<file path="config.mk">
export PLATFORM = sky130hd
export DESIGN_NAME = tem_event_mask
export DESIGN_NICKNAME = d
export VERILOG_FILES = /design/src/hdl/tem_pkg.sv /design/src/hdl/tem_apb_slave.sv /design/src/hdl/tem_event_mask.sv
export VERILOG_INCLUDE_DIRS = /design/src /design/src/hdl
export SDC_FILE = /design/constraint.sdc
export NUM_CORES = 1
export LEC_CHECK = 0
export CORE_UTILIZATION = 61
export DETAILED_ROUTE_END_ITERATION = 12
export DONT_BUFFER_PORTS = 1
export PLACE_DENSITY = 0.77
export SKIP_LAST_GASP = 1
export SYNTH_ARGS = -nofsm -noshare
export SYNTH_HDL_FRONTEND = slang
export SYNTH_SLANG_ARGS = --single-unit
</file>
<file path="constraint.sdc">
create_clock -name MCLK -period 6.3 [get_ports MCLK]
set_input_delay 0.63 -clock MCLK [delete_from_list [all_inputs] [get_ports MCLK]]
set_output_delay 0.63 -clock MCLK [all_outputs]
set_load 0.05 [all_outputs]
</file>
<file path="src/hdl/tem_params.svh">
// Constants for the two-wire event enable mask block
`ifndef TEM_PARAMS_SVH
`define TEM_PARAMS_SVH

// ----------------------------------------------------------------
// Bus geometry
// ----------------------------------------------------------------
`define TEM_ADDR_W          20
`define TEM_DATA_W          32

// ----------------------------------------------------------------
// Register byte addresses
// ----------------------------------------------------------------
`define TEM_OFF_EVENT       20'h49300
`define TEM_OFF_INT_STATUS  20'h49304
`define TEM_OFF_NEW_EVENT   20'h49308
`define TEM_OFF_ENABLE      20'h4930c
`define TEM_OFF_IRQ_MASK    20'h49310

// ----------------------------------------------------------------
// Field positions, shared by every event-shaped register
// ----------------------------------------------------------------
`define TEM_B_SLV_REG_WR    30
`define TEM_B_SLV_REG_RD    29
`define TEM_B_SLV_TXN_DONE  28
`define TEM_B_DIAG_TIMER    26
`define TEM_B_DIAG_HIST     25
`define TEM_B_DIAG_CMD      24
`define TEM_B_IN_MBOX_WR    23
`define TEM_B_OUT_MBOX_RD   22
`define TEM_B_SLV_COL       20
`define TEM_B_SLV_TXN_TO    19
`define TEM_B_SLV_BYTE_TO   18
`define TEM_B_SLV_CLK_TO    17
`define TEM_B_MST_TXN_DONE  14
`define TEM_B_BOOT_TO       12
`define TEM_B_BOOT_ERR      11
`define TEM_B_BOOT_SIZE     10
`define TEM_B_BOOT_NODEV    9
`define TEM_B_BOOT_OK       8
`define TEM_B_MST_NACK      5
`define TEM_B_MST_COL       4
`define TEM_B_MST_TXN_TO    3
`define TEM_B_MST_BYTE_TO   2
`define TEM_B_MST_CLK_TO    1
`define TEM_B_MST_ARB_TO    0

// ----------------------------------------------------------------
// Reset values
// ----------------------------------------------------------------
`define TEM_RST_ENABLE      32'h74de5f3f
`define TEM_RST_EVENT       32'h00000000
`define TEM_RST_NEW_EVENT   32'h00000000
`define TEM_RST_INT_STATUS  32'h00000000
`define TEM_RST_IRQ_MASK    32'h77de5f3f
`define TEM_VALID_BITS      32'h77de5f3f

`endif

</file>
<file path="src/hdl/tem_pkg.sv">
// Types shared by the event enable mask block
`include "tem_params.svh"

package tem_pkg;

  // --------------------------------------------------------------
  // Carriers
  // --------------------------------------------------------------
  typedef struct packed {
    logic                    sel;
    logic                    enable;
    logic                    write;
    logic [`TEM_ADDR_W-1:0]  addr;
    logic [`TEM_DATA_W-1:0]  wdata;
  } tem_apb_req_t;

  typedef struct packed {
    logic                    wr;
    logic                    rd;
    logic [`TEM_ADDR_W-1:0]  addr;
    logic [`TEM_DATA_W-1:0]  wdata;
  } tem_acc_t;

  // --------------------------------------------------------------
  // Bus slave states
  // --------------------------------------------------------------
  typedef enum logic [1:0] {
    TEM_ST_IDLE = 2'b01,
    TEM_ST_WAIT = 2'b10
  } tem_apb_st_t;

endpackage

</file>
<file path="src/hdl/tem_apb_slave.sv">
// APB slave front end with one wait state for the event mask block
`timescale 1ns/10ps
`include "tem_params.svh"

module tem_apb_slave (
  // Clock and reset
  input  wire logic                    clk,
  input  wire logic                    rst_n,
  // Bus request, register read value and address match
  input  tem_pkg::tem_apb_req_t        req,
  input  wire logic [`TEM_DATA_W-1:0]  rd_value,
  input  wire logic                    addr_hit,
  // Register access strobes
  output tem_pkg::tem_acc_t            acc,
  // Bus answer
  output logic                         pready_ff,
  output logic [`TEM_DATA_W-1:0]       prdata_ff,
  output logic                         pslverr_ff
);

  tem_pkg::tem_apb_st_t state_ff;
  tem_pkg::tem_apb_st_t nxt_state;
  logic                 acc_start;
  logic                 acc_done;

  // ----------------------------------------------------------------
  // Phase decode
  // ----------------------------------------------------------------
  assign acc_start  = (state_ff == tem_pkg::TEM_ST_IDLE) & req.sel
                      & req.enable;
  assign acc_done   = (state_ff == tem_pkg::TEM_ST_WAIT) & req.sel
                      & req.enable;
  assign acc.wr     = acc_done & req.write & addr_hit;
  assign acc.rd     = acc_done & ~req.write & addr_hit;
  assign acc.addr   = req.addr;
  assign acc.wdata  = req.wdata;

  // Next state: one wait cycle, then complete
  always_comb begin
    nxt_state = state_ff;
    case (state_ff)
      tem_pkg::TEM_ST_IDLE: begin
        if (acc_start) begin
          nxt_state = tem_pkg::TEM_ST_WAIT;
        end
      end
      tem_pkg::TEM_ST_WAIT: begin
        if (acc_done || !req.sel) begin
          nxt_state = tem_pkg::TEM_ST_IDLE;
        end
      end
      default: nxt_state = tem_pkg::TEM_ST_IDLE;
    endcase
  end

  // State and answer registers; read data is captured in the wait cycle
  always_ff @(posedge clk or negedge rst_n) begin
    if (!rst_n) begin
      state_ff   <= tem_pkg::TEM_ST_IDLE;
      pready_ff  <= 1'b0;
      prdata_ff  <= 32'h00000000;
      pslverr_ff <= 1'b0;
    end else begin
      state_ff  <= nxt_state;
      pready_ff <= acc_start;
      if (acc_start) begin
        prdata_ff  <= (!req.write && addr_hit) ? rd_value : 32'h00000000;
        pslverr_ff <= ~addr_hit;
      end else if (acc_done) begin
        pslverr_ff <= 1'b0;
      end
    end
  end

endmodule

</file>
<file path="src/hdl/tem_event_mask.sv">
// Event latch, enable mask and interrupt status of the two-wire controller
//
// Contract
// - An event reaches the interrupt status only if its enable bit is 1.
// - Enables for history filling (25) and command done (24) reset to 0.
// - Diagnostic timer expired enable is bit 26, read-write, reset 1.
// - Slave write done, read done, txn done enables at 30..28, reset 1.
// - Inbound mailbox write at 23, outbound mailbox read at 22, reset 1.
// - Slave collision and three slave timeouts at 20..17, reset 1.
// - Master transaction done enable is bit 14, read-write, reset 1.
// - Five boot-load enables at 12..8, read-write, reset 1.
// - Six master enables at 5..0, read-write, reset 1.
// - New-event writes of 1 set bits; event write or status read clear.
// - Soft reset clears all new-event bits and holds them clear.
`timescale 1ns/10ps
`include "tem_params.svh"

module tem_event_mask (
  // Clock and reset
  input  wire logic                    MCLK,
  input  wire logic                    RESET_N,
  // APB slave
  input  wire logic                    PSEL,
  input  wire logic                    PENABLE,
  input  wire logic                    PWRITE,
  input  wire logic [`TEM_ADDR_W-1:0]  PADDR,
  input  wire logic [`TEM_DATA_W-1:0]  PWDATA,
  output logic [`TEM_DATA_W-1:0]       PRDATA,
  output logic                         PREADY,
  output logic                         PSLVERR,
  // Event sources, one-cycle pulses from controller logic
  input  wire logic [`TEM_DATA_W-1:0]  EVENT_IN,
  // Soft reset pin
  input  wire logic                    SOFT_RESET,
  // Outputs to the rest of the controller
  output logic [`TEM_DATA_W-1:0]       ENABLE_MASK,
  output logic                         IRQ
);

  // ----------------------------------------------------------------
  // Field groups of the enable register
  // ----------------------------------------------------------------
  localparam logic [31:0] ONE       = 32'h00000001;
  localparam logic [31:0] SLV_DONE  = (ONE << `TEM_B_SLV_REG_WR)
                                    | (ONE << `TEM_B_SLV_REG_RD)
                                    | (ONE << `TEM_B_SLV_TXN_DONE);
  localparam logic [31:0] DIAG_TMR  = ONE << `TEM_B_DIAG_TIMER;
  localparam logic [31:0] DIAG_OFF  = (ONE << `TEM_B_DIAG_HIST)
                                    | (ONE << `TEM_B_DIAG_CMD);
  localparam logic [31:0] MBOX      = (ONE << `TEM_B_IN_MBOX_WR)
                                    | (ONE << `TEM_B_OUT_MBOX_RD);
  localparam logic [31:0] SLV_ERR   = (ONE << `TEM_B_SLV_COL)
                                    | (ONE << `TEM_B_SLV_TXN_TO)
                                    | (ONE << `TEM_B_SLV_BYTE_TO)
                                    | (ONE << `TEM_B_SLV_CLK_TO);
  localparam logic [31:0] MST_DONE  = ONE << `TEM_B_MST_TXN_DONE;
  localparam logic [31:0] BOOT      = (ONE << `TEM_B_BOOT_TO)
                                    | (ONE << `TEM_B_BOOT_ERR)
                                    | (ONE << `TEM_B_BOOT_SIZE)
                                    | (ONE << `TEM_B_BOOT_NODEV)
                                    | (ONE << `TEM_B_BOOT_OK);
  localparam logic [31:0] MST_ERR   = (ONE << `TEM_B_MST_NACK)
                                    | (ONE << `TEM_B_MST_COL)
                                    | (ONE << `TEM_B_MST_TXN_TO)
                                    | (ONE << `TEM_B_MST_BYTE_TO)
                                    | (ONE << `TEM_B_MST_CLK_TO)
                                    | (ONE << `TEM_B_MST_ARB_TO);

  // Fields that power up enabled and fields that power up disabled
  localparam logic [31:0] ENB_ON    = SLV_DONE
                                    | DIAG_TMR
                                    | MBOX
                                    | SLV_ERR
                                    | MST_DONE
                                    | BOOT
                                    | MST_ERR;
  localparam logic [31:0] ENB_RST   = ENB_ON & ~DIAG_OFF;
  localparam logic [31:0] VALID     = ENB_ON | DIAG_OFF;

  // ----------------------------------------------------------------
  // Helpers
  // ----------------------------------------------------------------
  // Clear then set, so an arriving event always beats a clear
  function automatic logic [31:0] clr_set(input logic [31:0] cur,
                                          input logic [31:0] clr,
                                          input logic [31:0] set);
    clr_set = ((cur & ~clr) | set) & `TEM_VALID_BITS;
  endfunction

  // Register address match
  function automatic logic at(input logic [`TEM_ADDR_W-1:0] addr,
                              input logic [`TEM_ADDR_W-1:0] off);
    at = (addr == off);
  endfunction

  // ----------------------------------------------------------------
  // Declarations
  // ----------------------------------------------------------------
  logic                   rst_meta_ff;
  logic                   rst_sync_ff;
  logic                   soft_meta_ff;
  logic                   soft_sync_ff;
  logic [31:0]            enb_ff;
  logic [31:0]            irq_mask_ff;
  logic [31:0]            event_ff;
  logic [31:0]            new_evt_ff;
  logic [31:0]            status_ff;
  logic                   irq_ff;
  logic [31:0]            nxt_enb;
  logic [31:0]            nxt_irq_mask;
  logic [31:0]            nxt_event;
  logic [31:0]            nxt_new_evt;
  logic [31:0]            nxt_status;
  tem_pkg::tem_apb_req_t  apb_req;
  tem_pkg::tem_acc_t      acc;
  logic [31:0]            prdata_q;
  logic                   pready_q;
  logic                   pslverr_q;
  logic                   hit_event;
  logic                   hit_status;
  logic                   hit_new;
  logic                   hit_enb;
  logic                   hit_mask;
  logic                   addr_hit;
  logic [31:0]            rd_value;
  logic [31:0]            evt_src;
  logic [31:0]            diag_set;
  logic [31:0]            evt_w1c;
  logic                   snapshot;
  logic                   new_evt_clr;

  // ----------------------------------------------------------------
  // Reset and soft reset synchronisers
  // ----------------------------------------------------------------
  // Release of the external reset is taken through two flops
  always_ff @(posedge MCLK or negedge RESET_N) begin
    if (!RESET_N) begin
      rst_meta_ff <= 1'b0;
      rst_sync_ff <= 1'b0;
    end else begin
      rst_meta_ff <= 1'b1;
      rst_sync_ff <= rst_meta_ff;
    end
  end

  // Soft reset pin, two flops before any use
  always_ff @(posedge MCLK or negedge rst_sync_ff) begin
    if (!rst_sync_ff) begin
      soft_meta_ff <= 1'b0;
      soft_sync_ff <= 1'b0;
    end else begin
      soft_meta_ff <= SOFT_RESET;
      soft_sync_ff <= soft_meta_ff;
    end
  end

  // ----------------------------------------------------------------
  // Bus front end
  // ----------------------------------------------------------------
  assign apb_req.sel    = PSEL;
  assign apb_req.enable = PENABLE;
  assign apb_req.write  = PWRITE;
  assign apb_req.addr   = PADDR;
  assign apb_req.wdata  = PWDATA;

  tem_apb_slave u_apb (
    .clk        (MCLK),
    .rst_n      (rst_sync_ff),
    .req        (apb_req),
    .rd_value   (rd_value),
    .addr_hit   (addr_hit),
    .acc        (acc),
    .pready_ff  (pready_q),
    .prdata_ff  (prdata_q),
    .pslverr_ff (pslverr_q)
  );

  assign PRDATA  = prdata_q;
  assign PREADY  = pready_q;
  assign PSLVERR = pslverr_q;

  // ----------------------------------------------------------------
  // Address decode and read selection
  // ----------------------------------------------------------------
  assign hit_event  = at(PADDR, `TEM_OFF_EVENT);
  assign hit_status = at(PADDR, `TEM_OFF_INT_STATUS);
  assign hit_new    = at(PADDR, `TEM_OFF_NEW_EVENT);
  assign hit_enb    = at(PADDR, `TEM_OFF_ENABLE);
  assign hit_mask   = at(PADDR, `TEM_OFF_IRQ_MASK);
  assign addr_hit   = hit_event | hit_status | hit_new | hit_enb
                      | hit_mask;

  // Reserved bits are never stored, so they read back as zero
  assign rd_value = ({32{hit_event}}  & event_ff)
                  | ({32{hit_status}} & status_ff)
                  | ({32{hit_new}}    & new_evt_ff)
                  | ({32{hit_enb}}    & enb_ff)
                  | ({32{hit_mask}}   & irq_mask_ff);

  // ----------------------------------------------------------------
  // Event sources and clear terms
  // ----------------------------------------------------------------
  // Diagnostic set through the new-event register, blocked in soft reset
  assign diag_set    = (acc.wr && hit_new && !soft_sync_ff) ?
                       acc.wdata : 32'h00000000;
  assign evt_src     = (EVENT_IN | diag_set) & `TEM_VALID_BITS;
  assign evt_w1c     = (acc.wr && hit_event) ? acc.wdata : 32'h00000000;
  assign snapshot    = acc.rd & hit_status;
  assign new_evt_clr = (acc.wr & hit_event) | snapshot;

  // ----------------------------------------------------------------
  // Next values
  // ----------------------------------------------------------------
  // Enable mask: only defined fields are writable
  assign nxt_enb      = (acc.wr && hit_enb) ? (acc.wdata & VALID)
                        : enb_ff;
  assign nxt_irq_mask = (acc.wr && hit_mask) ?
                        (acc.wdata & `TEM_VALID_BITS) : irq_mask_ff;

  // Latched events, write one to clear
  assign nxt_event    = clr_set(event_ff, evt_w1c, evt_src);

  // New events since the last snapshot or event write; soft reset holds them clear
  assign nxt_new_evt  = soft_sync_ff ? 32'h00000000
                        : clr_set(new_evt_ff,
                                  {32{new_evt_clr}},
                                  evt_src);

  // Status: only enabled events set a bit, a read clears what it returned
  assign nxt_status   = clr_set(status_ff,
                                snapshot ? prdata_q : 32'h00000000,
                                evt_src & enb_ff);

  // ----------------------------------------------------------------
  // Register file
  // ----------------------------------------------------------------
  // Software-owned controls
  always_ff @(posedge MCLK or negedge rst_sync_ff) begin
    if (!rst_sync_ff) begin
      enb_ff      <= `TEM_RST_ENABLE;
      irq_mask_ff <= `TEM_RST_IRQ_MASK;
    end else begin
      enb_ff      <= nxt_enb;
      irq_mask_ff <= nxt_irq_mask;
    end
  end

  // Hardware-owned event state
  always_ff @(posedge MCLK or negedge rst_sync_ff) begin
    if (!rst_sync_ff) begin
      event_ff   <= `TEM_RST_EVENT;
      new_evt_ff <= `TEM_RST_NEW_EVENT;
      status_ff  <= `TEM_RST_INT_STATUS;
    end else begin
      event_ff   <= nxt_event;
      new_evt_ff <= nxt_new_evt;
      status_ff  <= nxt_status;
    end
  end

  // Interrupt line follows the next status so it matches the register
  always_ff @(posedge MCLK or negedge rst_sync_ff) begin
    if (!rst_sync_ff) begin
      irq_ff <= 1'b0;
    end else begin
      irq_ff <= |(nxt_status & nxt_irq_mask);
    end
  end

  // ----------------------------------------------------------------
  // Outputs
  // ----------------------------------------------------------------
  assign ENABLE_MASK = enb_ff;
  assign IRQ         = irq_ff;

  // Check the header reset value against the field layout
  logic unused_rst_ok;
  assign unused_rst_ok = (ENB_RST == `TEM_RST_ENABLE);

endmodule

</file>
==> flow_summary_export.csv, run 1 <==
group,metric,value,unit
cells_and_area,num_antenna_cells,0,
clock_network,cts_root_buf,"clkbuf_16",
placed_design,io_buffers,0,
timing,drv_slew,0,
timing,tightestPinTransition,0.912,ns
critical_path,crit_required,6.59,ns
floorplan,dieHeight,113,um
clock_network,cts_resized,0,
route,drc,0,
clock_network,cts_inserted_buffers,17,
timing,fin_tns_setup,0,ns
cells_and_area,fin_nets,846,
critical_path,cpMaxStageDelayCell,"or4_1",
timing,fin_crit_sh,42.6,%
critical_path,timing.critical_path.mode_cell,"nand3_1",
critical_path,start_kind,"flop",
logic_synthesis,ys_seq_area_share,51.6,%
grt,grt_max_degree,65,
floorplan,rows,40,
timing,max_slew_margin,38.9,%
critical_path,reg2reg_depth,8,
logic_synthesis,synth-async-reset-ratio,100,%
worst_hold_path,worstHoldPathCells,0,
floorplan,pin_count,157,
route,totalWireLength,21300,um
clock_network,clk_path_buf_depth,2,
grt,grt_pass1_vias,6148,
worst_hold_path,hold_class,"in -> reg",
clock_network,cts_tree,"yes",
cells_and_area,area_growth,8.45,%
route,vias,6099,
critical_path,cp.arrival,2.97,ns
grt,grtUsageTotal,34.5,%
clock_network,clk_pin_slew,0.06,ns
clock_network,clock_latency,0.43,ns
timing,skew,0.00652,ns
logic_synthesis,synth-edff-count,0,
critical_path,reg2reg_slack,3.62,ns
critical_path,worstSetupPathType,"reg -> reg",
power,fin_total_pwr,2.07,mW
critical_path,crit_path_end_kind,"flop",
floorplan,start_util,62.7,%
logic_synthesis,post-synth-top-area-cell,"dfrtp_1",
critical_path,critPathLaunch,"u_apb.state_ff[0]$_DFFE_PN1P_",
power,power_density,253,nW/um^2
logic_synthesis,synth_most_common_cell,"nand2_1",
logic_synthesis,syn_inst,765,
job,cap_violations,0,
logic_synthesis,ys_types,40,
placed_design,placed_area,7620,sq um
logic_synthesis,postSynthAreaPerCell,9.85,sq um
timing,final-setup-viol-count,0,
critical_path,setup.worst_path.end,"IRQ$_DFF_PN0_",
floorplan,die_x,113,um
timing,hold_slack,0.225,ns
critical_path,regToRegEndpoint,"IRQ$_DFF_PN0_",
cells_and_area,post-route-cell-area,8170,sq um
route,drt_iter0_drc,642,
logic_synthesis,synth-seq-cells,153,
critical_path,r2r_start,"u_apb.state_ff[0]$_DFFE_PN1P_",
route,avgViaCountPerCell,6.67,
logic_synthesis,yosys_warnings,0,
timing,hold_viol_final,0,
route,drtAntennaViolNets,0,
power,power.leakage,4.11,nW
critical_path,crit_chain,"and4b_1 > nand3_1 > or4_1 > buf_4 > mux2i_1 > o22ai_1 > nor4_1 > nand3_1",
timing,rsz0062_at_grt,"no",
clock_network,cts_sinks,153,
logic_synthesis,synth_commonest_cells,"127 x nand2_1, 106 x dfrtp_1, 101 x inv_1, 52 x a21oi_1, 48 x mux2_2",
logic_synthesis,synth_flop_cell,"dfrtp_1",
grt,grt.overflow.total,0,
grt,grt_antenna_before_repair,0,
clock_network,h-tree-depth,4,
placed_design,dp_hpwl,13000,um
logic_synthesis,synth_area,7530,sq um
cells_and_area,drive_gt1_share,19.1,%
run_status,status,"complete, no violations",
critical_path,critical-path-max-stage-delay,0.48,ns
floorplan,die_area,12800,sq um
timing,period_minus_slack,2.68,ns
grt,grt_pass1_wl,32800,um
logic_synthesis,synth_area_leaders,"dfrtp_1 35%, dfstp_2 16%, mux2_2 7.2%",
power,ir_drop,170,uV
route,first_pass_iters,7,
critical_path,path_max_fanout,24,
logic_synthesis,synth_top_area_share,35.2,%
timing,max_freq,373,MHz
floorplan,core,12000,sq um
route,avgRoutedWirePerCell,23.3,um
placed_design,gp_congestion,0.861,
==> layout make-up <==
class                   count  area (sq um)
fillers                   893          3840
clock inverters             3          40.0
repair buffers             19           145
multi-input cells         464          3030
flip-flops and latches    153          3890
clock buffers              28           497
inverters                 101           379
well taps                 147           184
==> repair_timing <==
item                                   CTS  global route
hold buffers                             1             0
endpoints found under the hold margin    2             0
buffers inserted                         0             0
==> sequential cells by signal, indices dropped and copies added, names as in the netlist <==
signal / cells
u_apb.prdata_ff: 24
u_apb.state_ff: 2
IRQ: 1
rst_meta_ff: 1
u_apb.pslverr_ff: 1
soft_sync_ff: 1
new_evt_ff: 24
soft_meta_ff: 1
status_ff: 24
ENABLE_MASK: 24
event_ff: 24
rst_sync_ff: 1
u_apb.pready_ff: 1
irq_mask_ff: 24
==> per-stage QoR <==
| step | cells | worst slack, ns | util, % |
|---|---|---|---|
| 4_1_cts | 915 | 3.64 | 68.0 |
| 6_report | 915 | 3.62 | 68.0 |
| 3_5_place_dp | 883 | 3.31 | 63.5 |
| 3_3_place_gp | 883 | 3.37 | 63.5 |
| 5_1_grt | 915 | 3.46 | 68.0 |
| 2_1_floorplan | 780 | 1.80 | - |
==> kinds of logic after synthesis <==
kind of cell    count (synthesis)  share of synthesized area [%]
simple gates                  187                           11.6
buf+inv                       163                           9.25
other cells                     2                         0.0997
compound gates                188                           17.1
flops                         153                           51.6
mux                            72                           10.4
==> worst max-delay path: cells and delay by family, from the launching register on <==
family,cells,cell delay (ns)
compound gates,1,0.16
buf+inv,1,0.30
flops,1,0.39
mux,1,0.26
simple gates,5,1.43
==> routing by layer <==
metal	up-vias	global-route usage, %	routed length [um]
met4	0	18.2	727
met3	65	10.1	2540
met2	437	55.0	10300
met5	-	0	0
li1	2609	-	-
met1	2988	42.9	7770
==> worst min path at each step <==
stage	start	to	slack, ns
3_3_place_gp	rst_sync_ff$_DFF_PN0_	new_evt_ff[4]$_DFF_PN0_	0.30
2_1_floorplan	RESET_N	rst_meta_ff$_DFF_PN0_	0.33
5_1_grt	SOFT_RESET	soft_meta_ff$_DFF_PN0_	0.21
4_1_cts	SOFT_RESET	soft_meta_ff$_DFF_PN0_	0.22
6_report	SOFT_RESET	soft_meta_ff$_DFF_PN0_	0.22
3_5_place_dp	rst_sync_ff$_DFF_PN0_	event_ff[4]$_DFF_PN0_	0.30
==> report_power, final <==
part / switching [mW] / internal (mW)
clock: 0.376 / 0.571
sequential: 0.0186 / 0.999
combinational: 0.0718 / 0.0325
total: 0.466 / 1.60
==> cell usage in the layout (no fill, tap or decap), drive strengths merged, types with 25 or more instances in the layout <==
master    n
nand2   127
a21oi    52
nand3    29
inv     101
dfrtp   106
a22o     26
clkbuf   28
o21ai    25
mux2     48
dfstp    47
Power figures use the tool's default switching activity.
==> inputs of run 2 (changes only) <==
==> constraint.sdc (replaced) <==
create_clock -name MCLK -period 2.7 [get_ports MCLK]
set_input_delay 0.27 -clock MCLK [delete_from_list [all_inputs] [get_ports MCLK]]
set_output_delay 0.27 -clock MCLK [all_outputs]
set_load 0.05 [all_outputs]
==> run 2 against run 1 <==
  * Utilization up 7.0 points
  * Critical path depth down 1
  * Maximum frequency up 1.0%
  * Combinational power rose to 3.2 times the previous value
  * Wire length up 10%
  * Non-clock buffer count up 62
  * Count of clock-buffer cells in the layout down 8
  * Sequential share of layout area down 4.4 points
  * Clock power rose to 2.9 times the previous value
  * Critical endpoint is now event_ff[20]$_DFF_PN0_
  * Largest power group is now clock
==> flow_summary_export.csv, run 2 (synthesized netlist as in run 1, its figures left out) <==
group,metric,value,unit
cells_and_area,num_antenna_cells,0,
route,routed-wl-met3,3070,um
placed_design,gp_congestion,0.852,
timing,period_minus_slack,2.65,ns
floorplan,die_x,113,um
cells_and_area,multiInputGateArea,3040,sq um
timing,final-setup-viol-count,0,
cells_and_area,fin_util,75.0,%
critical_path,reg2reg_slack,0.05,ns
floorplan,pin_count,157,
timing,max_slew_margin,51.0,%
route,wl_met2,11000,um
cells_and_area,drive_gt1_share,19.4,%
grt,grt_pass1_vias,6834,
grt,grt_max_degree,57,
route,avgViaCountPerCell,6.73,
clock_network,clk_path_buf_depth,2,
timing,hold_viol_final,0,
critical_path,crit_required,3.07,ns
route,totalWireLength,23500,um
floorplan,dieHeight,113,um
cells_and_area,layout_common_cells,"127 x nand2_1, 105 x dfrtp_1, 101 x inv_1, 60 x dlygate4sd3_1, 52 x a21oi_1",
placed_design,io_buffers,0,
grt,grt_pass1_wl,36400,um
cells_and_area,fin_nets,908,
grt,grt_antenna_before_repair,0,
timing,rsz0062_at_grt,"no",
cells_and_area,regArea,3890,sq um
floorplan,die_area,12800,sq um
placed_design,dp_hpwl,13500,um
route,vias,6578,
job,cap_violations,0,
worst_hold_path,hold_class,"in -> reg",
route,drtAntennaViolNets,0,
critical_path,cp.arrival,3.02,ns
floorplan,rows,40,
power,power_density,605,nW/um^2
floorplan,start_util,62.7,%
timing,skew,0.00742,ns
route,highest_layer,"met4",
critical_path,cpMaxStageDelayCell,"dlygate4sd3_1",
clock_network,clk_pin_slew,0.06,ns
cells_and_area,area_growth,19.6,%
grt,grtUsageTotal,38.4,%
clock_network,h-tree-depth,4,
route,drc,0,
run_status,status,"complete, no violations",
critical_path,path_max_fanout,12,
timing,tightestPinTransition,0.736,ns
route,avgRoutedWirePerCell,24.0,um
critical_path,critical-path-max-stage-delay,0.62,ns
cells_and_area,fillCellCount,807,
timing,fin_tns_setup,0,ns
critical_path,crit_chain,"and4b_2 > nand4_1 > buf_4 > nor2_2 > a21oi_1 > dlygate4sd3_1 > nand2_1",
clock_network,cts_tree,"yes",
grt,grt.overflow.total,0,
route,met1_length,8390,um
cells_and_area,layout_commonest_cell,"nand2_1",
critical_path,crit_path_end_kind,"flop",
power,ir_drop,436,uV
clock_network,cts_sinks,153,
route,first_pass_iters,8,
clock_network,clock_latency,0.43,ns
floorplan,core,12000,sq um
clock_network,cts_root_buf,"clkbuf_16",
critical_path,start_kind,"flop",
power,power.leakage,4.46,nW
route,drt_iter0_drc,903,
timing,max_freq,377,MHz
timing,drv_slew,0,
critical_path,worstSetupPathType,"reg -> reg",
timing,fin_crit_sh,98.3,%
clock_network,cts_inserted_buffers,17,
==> run 2: power breakdown <==
part           internal (mW)  switching, mW  leakage (nW)  total (mW)
sequential              2.33         0.0506          1.79        2.38
clock                   1.80          0.941         0.332        2.74
combinational          0.137          0.192          2.33       0.329
total                   4.27           1.18          4.46        5.45
==> run 2: worst paths after layout <==
path | startpoint | to | cells after the start
worst max-delay path | u_apb.state_ff[1]$_DFFE_PN0P_ | event_ff[20]$_DFF_PN0_ | 7
worst min-delay path | PWDATA[23] | irq_mask_ff[23]$_DFF_PN1_ | 2
worst max register to register | u_apb.state_ff[1]$_DFFE_PN0P_ | event_ff[20]$_DFF_PN0_ | 7
worst min register to register | rst_meta_ff$_DFF_PN0_ | rst_sync_ff$_DFF_PN0_ | 0
max in group asynchronous | rst_sync_ff$_DFF_PN0_ | ENABLE_MASK[29]$_DFFE_PN1P_ | 1
min in group asynchronous | RESET_N | rst_sync_ff$_DFF_PN0_ | 1
==> run 2: layer usage <==
layer | global-route usage (%) | vias up
met1 | 47.8 | 3213
met3 | 11.6 | 102
met2 | 60.8 | 521
met5 | 0 | -
li1 | - | 2742
met4 | 20.2 | 0
==> run 2: per-stage QoR <==
| step | cell area [sq um] | total power, mW | hold slack (ns) | instances | setup WS, ns |
|---|---|---|---|---|---|
| 2_1_floorplan | 7590 | 2.63 | -0.0256 | 780 | 0.209 |
| 3_3_place_gp | 7720 | 2.65 | -0.0255 | 886 | 0.181 |
| 3_5_place_dp | 7720 | 2.66 | -0.0255 | 886 | 0.144 |
| 4_1_cts | 9000 | 5.46 | 0.000319 | 977 | 0.115 |
| 5_1_grt | 9010 | 5.59 | -0.00384 | 978 | 0.00116 |
| 6_report | 9010 | 5.45 | 0.00601 | 978 | 0.0454 |
==> run 2: area by class of cell <==
| type | instances | area share [%] |
|---|---|---|
| sequential | 153 | 43.2 |
| timing repair buffer | 81 | 9.25 |
| tap | 147 | 2.04 |
| inverter | 101 | 4.21 |
| clock buffer | 20 | 5.18 |
| clock inverter | 12 | 2.43 |
| multi-input combinational | 464 | 33.7 |
==> run 2: timing repair <==
action,in CTS,in global routing
hold endpoints to repair,66,1
hold buffers,59,1
gates resized for setup,0,2
setup buffers,0,0
endpoints found under the setup margin,0,10
==> run 2: critical path, delay by kind of cell (launching register included) <==
kind	cells	cell delay (ns)
AO/OA/AOI/OAI	1	0.19
buffers and inverters	2	0.87
flip-flops	1	0.42
AND/OR/NAND/NOR	4	1.09
==> inputs of run 3 (changes only) <==
--- a/config.mk
+++ b/config.mk
@@ -6,6 +6,7 @@
 export SDC_FILE = /design/constraint.sdc
 export NUM_CORES = 1
 export LEC_CHECK = 0
+export CORE_MARGIN = 2
 export CORE_UTILIZATION = 61
 export DETAILED_ROUTE_END_ITERATION = 12
 export DONT_BUFFER_PORTS = 1
==> constraint.sdc (replaced) <==
create_clock -name MCLK -period 3.1 [get_ports MCLK]
set_input_delay 0.31 -clock MCLK [delete_from_list [all_inputs] [get_ports MCLK]]
set_output_delay 0.31 -clock MCLK [all_outputs]
set_load 0.05 [all_outputs]
==> run 3 against run 2 <==
  * The run now ends with negative hold slack left
  * Worst setup slack improved by 0.38 ns
  * First-iteration DRC count is 0.55% lower
  * Wire length shrank 5.5%
  * Critical endpoint is now IRQ$_DFF_PN0_
  * Highest routed layer unchanged
==> flow_summary_export.csv, run 3 (synthesized netlist as in run 1, its figures left out) <==
group,metric,value,unit
route,drt_iter0_drc,898,
route,drc,0,
timing,skew,0.00796,ns
clock_network,h-tree-depth,4,
critical_path,crit_required,3.40,ns
worst_hold_path,worstHoldStart,"EVENT_IN[3]",
route,vias,6219,
placed_design,dp_hpwl,13500,um
clock_network,cts_root_buf,"clkbuf_16",
critical_path,start_kind,"flop",
clock_network,post-cts-setup-buffers,0,
power,p_int,3.46,mW
floorplan,dieHeight,115,um
grt,grtUsageTotal,34.5,%
power,fin_total_pwr,4.50,mW
clock_network,cts_tree,"yes",
cells_and_area,multiInputGateArea,3030,sq um
route,totalWireLength,22200,um
power,pwr-share-comb,5.4,%
cells_and_area,fillCellCount,854,
clock_network,clk_path_buf_depth,2,
route,first_pass_iters,6,
cells_and_area,area_growth,12.8,%
cells_and_area,post-route-cell-area,8500,sq um
clock_network,cts_inserted_buffers,17,
timing,hold_viol_final,1,
clock_network,cts_sinks,153,
placed_design,gp_congestion,0.899,
floorplan,start_util,62.7,%
clock_network,clk_pin_slew,0.06,ns
run_status,status,"finished with violations",
clock_network,clock_latency,0.43,ns
run_status,violations,"negative hold slack",
critical_path,regToRegEndpoint,"IRQ$_DFF_PN0_",
floorplan,core,12000,sq um
power,power_density,530,nW/um^2
timing,fin_crit_sh,86.4,%
grt,grt.overflow.total,0,
worst_hold_path,worstHoldPathCells,2,
power,clockPowerShare,48.8,%
timing,period_minus_slack,2.68,ns
placed_design,io_buffers,0,
critical_path,reg2reg_depth,8,
power,switchingPower,1.04,mW
timing,max_slew_margin,40.8,%
timing,max_freq,373,MHz
worst_hold_path,worst_hold_path.endpoint,"event_ff[3]$_DFF_PN0_",
timing,hold_slack,-0.0000232,ns
grt,grt_antenna_before_repair,0,
cells_and_area,layout_commonest_cell,"nand2_1",
route,drtAntennaViolNets,0,
cells_and_area,drive_gt1_share,20.2,%
grt,grt_pass1_vias,6334,
floorplan,pin_count,157,
job,cap_violations,0,
critical_path,path_max_fanout,24,
cells_and_area,fin_nets,868,
power,p_seq_share,45.8,%
power,power.leakage,4.24,nW
cells_and_area,stdcell_count,938,
timing,tightestPinTransition,0.888,ns
placed_design,placed_area,7680,sq um
cells_and_area,fin_util,70.7,%
floorplan,rows,40,
cells_and_area,regArea,3890,sq um
critical_path,worstSetupPathType,"reg -> reg",
cells_and_area,layout_common_cells,"127 x nand2_1, 105 x dfrtp_1, 101 x inv_1, 52 x a21oi_1, 48 x mux2_2",
floorplan,die_x,115,um
critical_path,cp.arrival,2.98,ns
grt,grt_max_degree,152,
cells_and_area,num_antenna_cells,0,
critical_path,crit_path_end_kind,"flop",
timing,final-setup-viol-count,0,
worst_hold_path,hold_class,"in -> reg",
critical_path,reg2reg_slack,0.42,ns
power,swShare,23.2,%
route,avgRoutedWirePerCell,23.7,um
floorplan,die_area,13300,sq um
grt,grt_pass1_wl,34100,um
timing,drv_slew,0,
timing,fin_ws,0.422,ns
route,avgViaCountPerCell,6.63,
clock_network,cts_resized,0,
critical_path,r2r_start,"u_apb.state_ff[1]$_DFFE_PN0P_",
placed_design,place_inst,887,
placed_design,dp_slack,0.466,ns
timing,fin_tns_setup,0,ns
timing,rsz0062_at_grt,"no",
power,ir_drop,394,uV
-- run 3: cell types whose count changed in the layout (fill, tap and decap cells not counted), sizes merged --
cell         delta
bufinv          -2
clkinv          +2
dlygate4sd3    -41
clkinvlp        +3
clkbuf          -3
buf             +1
-- run 3: power by group through the flow --
stage                     Combinational, mW  Clock [mW]  Sequential (mW)
final                                 0.243        2.20             2.06
after global routing                  0.266        2.29             2.06
after CTS                             0.242        2.21             2.06
after detailed placement              0.219           0             2.09
after global placement                0.211           0             2.09
after floorplan                       0.177           0             2.12
-- run 3: layer usage --
metal  vias to the layer above  GRT usage, %  share of wire, %
met5                         -             0                 0
met1                      3053          44.1                37
met3                        68          8.07                11
li1                       2659             -                 -
met2                       439          56.2                49
met4                         0          15.7               3.1
-- run 3: area by class of cell --
type	count	area share [%]
timing repair buffer	41	4.48
clock inverter	15	2.39
tap	147	2.16
clock buffer	17	5.01
inverter	101	4.46
multi-input combinational	464	35.7
sequential	153	45.8
-- run 3: how the worst max path moves through the flow --
stage                                             end                           from  slack [ns]  cells after the start
final                                   IRQ$_DFF_PN0_  u_apb.state_ff[1]$_DFFE_PN0P_        0.42                      8
after global routing                    IRQ$_DFF_PN0_  u_apb.state_ff[1]$_DFFE_PN0P_        0.25                      8
after CTS                               IRQ$_DFF_PN0_  u_apb.state_ff[1]$_DFFE_PN0P_        0.47                      8
after detailed placement                IRQ$_DFF_PN0_                       PADDR[7]        0.47                      8
after global placement                  IRQ$_DFF_PN0_                      PADDR[17]        0.51                      8
after floorplan           ENABLE_MASK[24]$_DFFE_PN0P_          rst_sync_ff$_DFF_PN0_        0.61                      0
-- run 3: worst max-delay path: stages, from the launching register on --
cell	delay (ns)
dfrtp_1	0.42
and4b_1	0.34
nand3_1	0.10
or4_1	0.47
buf_4	0.30
mux2i_1	0.30
o22ai_1	0.15
nor4_1	0.33
nand3_1	0.12
-- run 3: repair_timing --
| item | in CTS | in global routing |
|---|---|---|
| endpoints found under the hold margin | 20 | 0 |
| setup endpoints to repair | 0 | 0 |
| hold buffers | 19 | 0 |
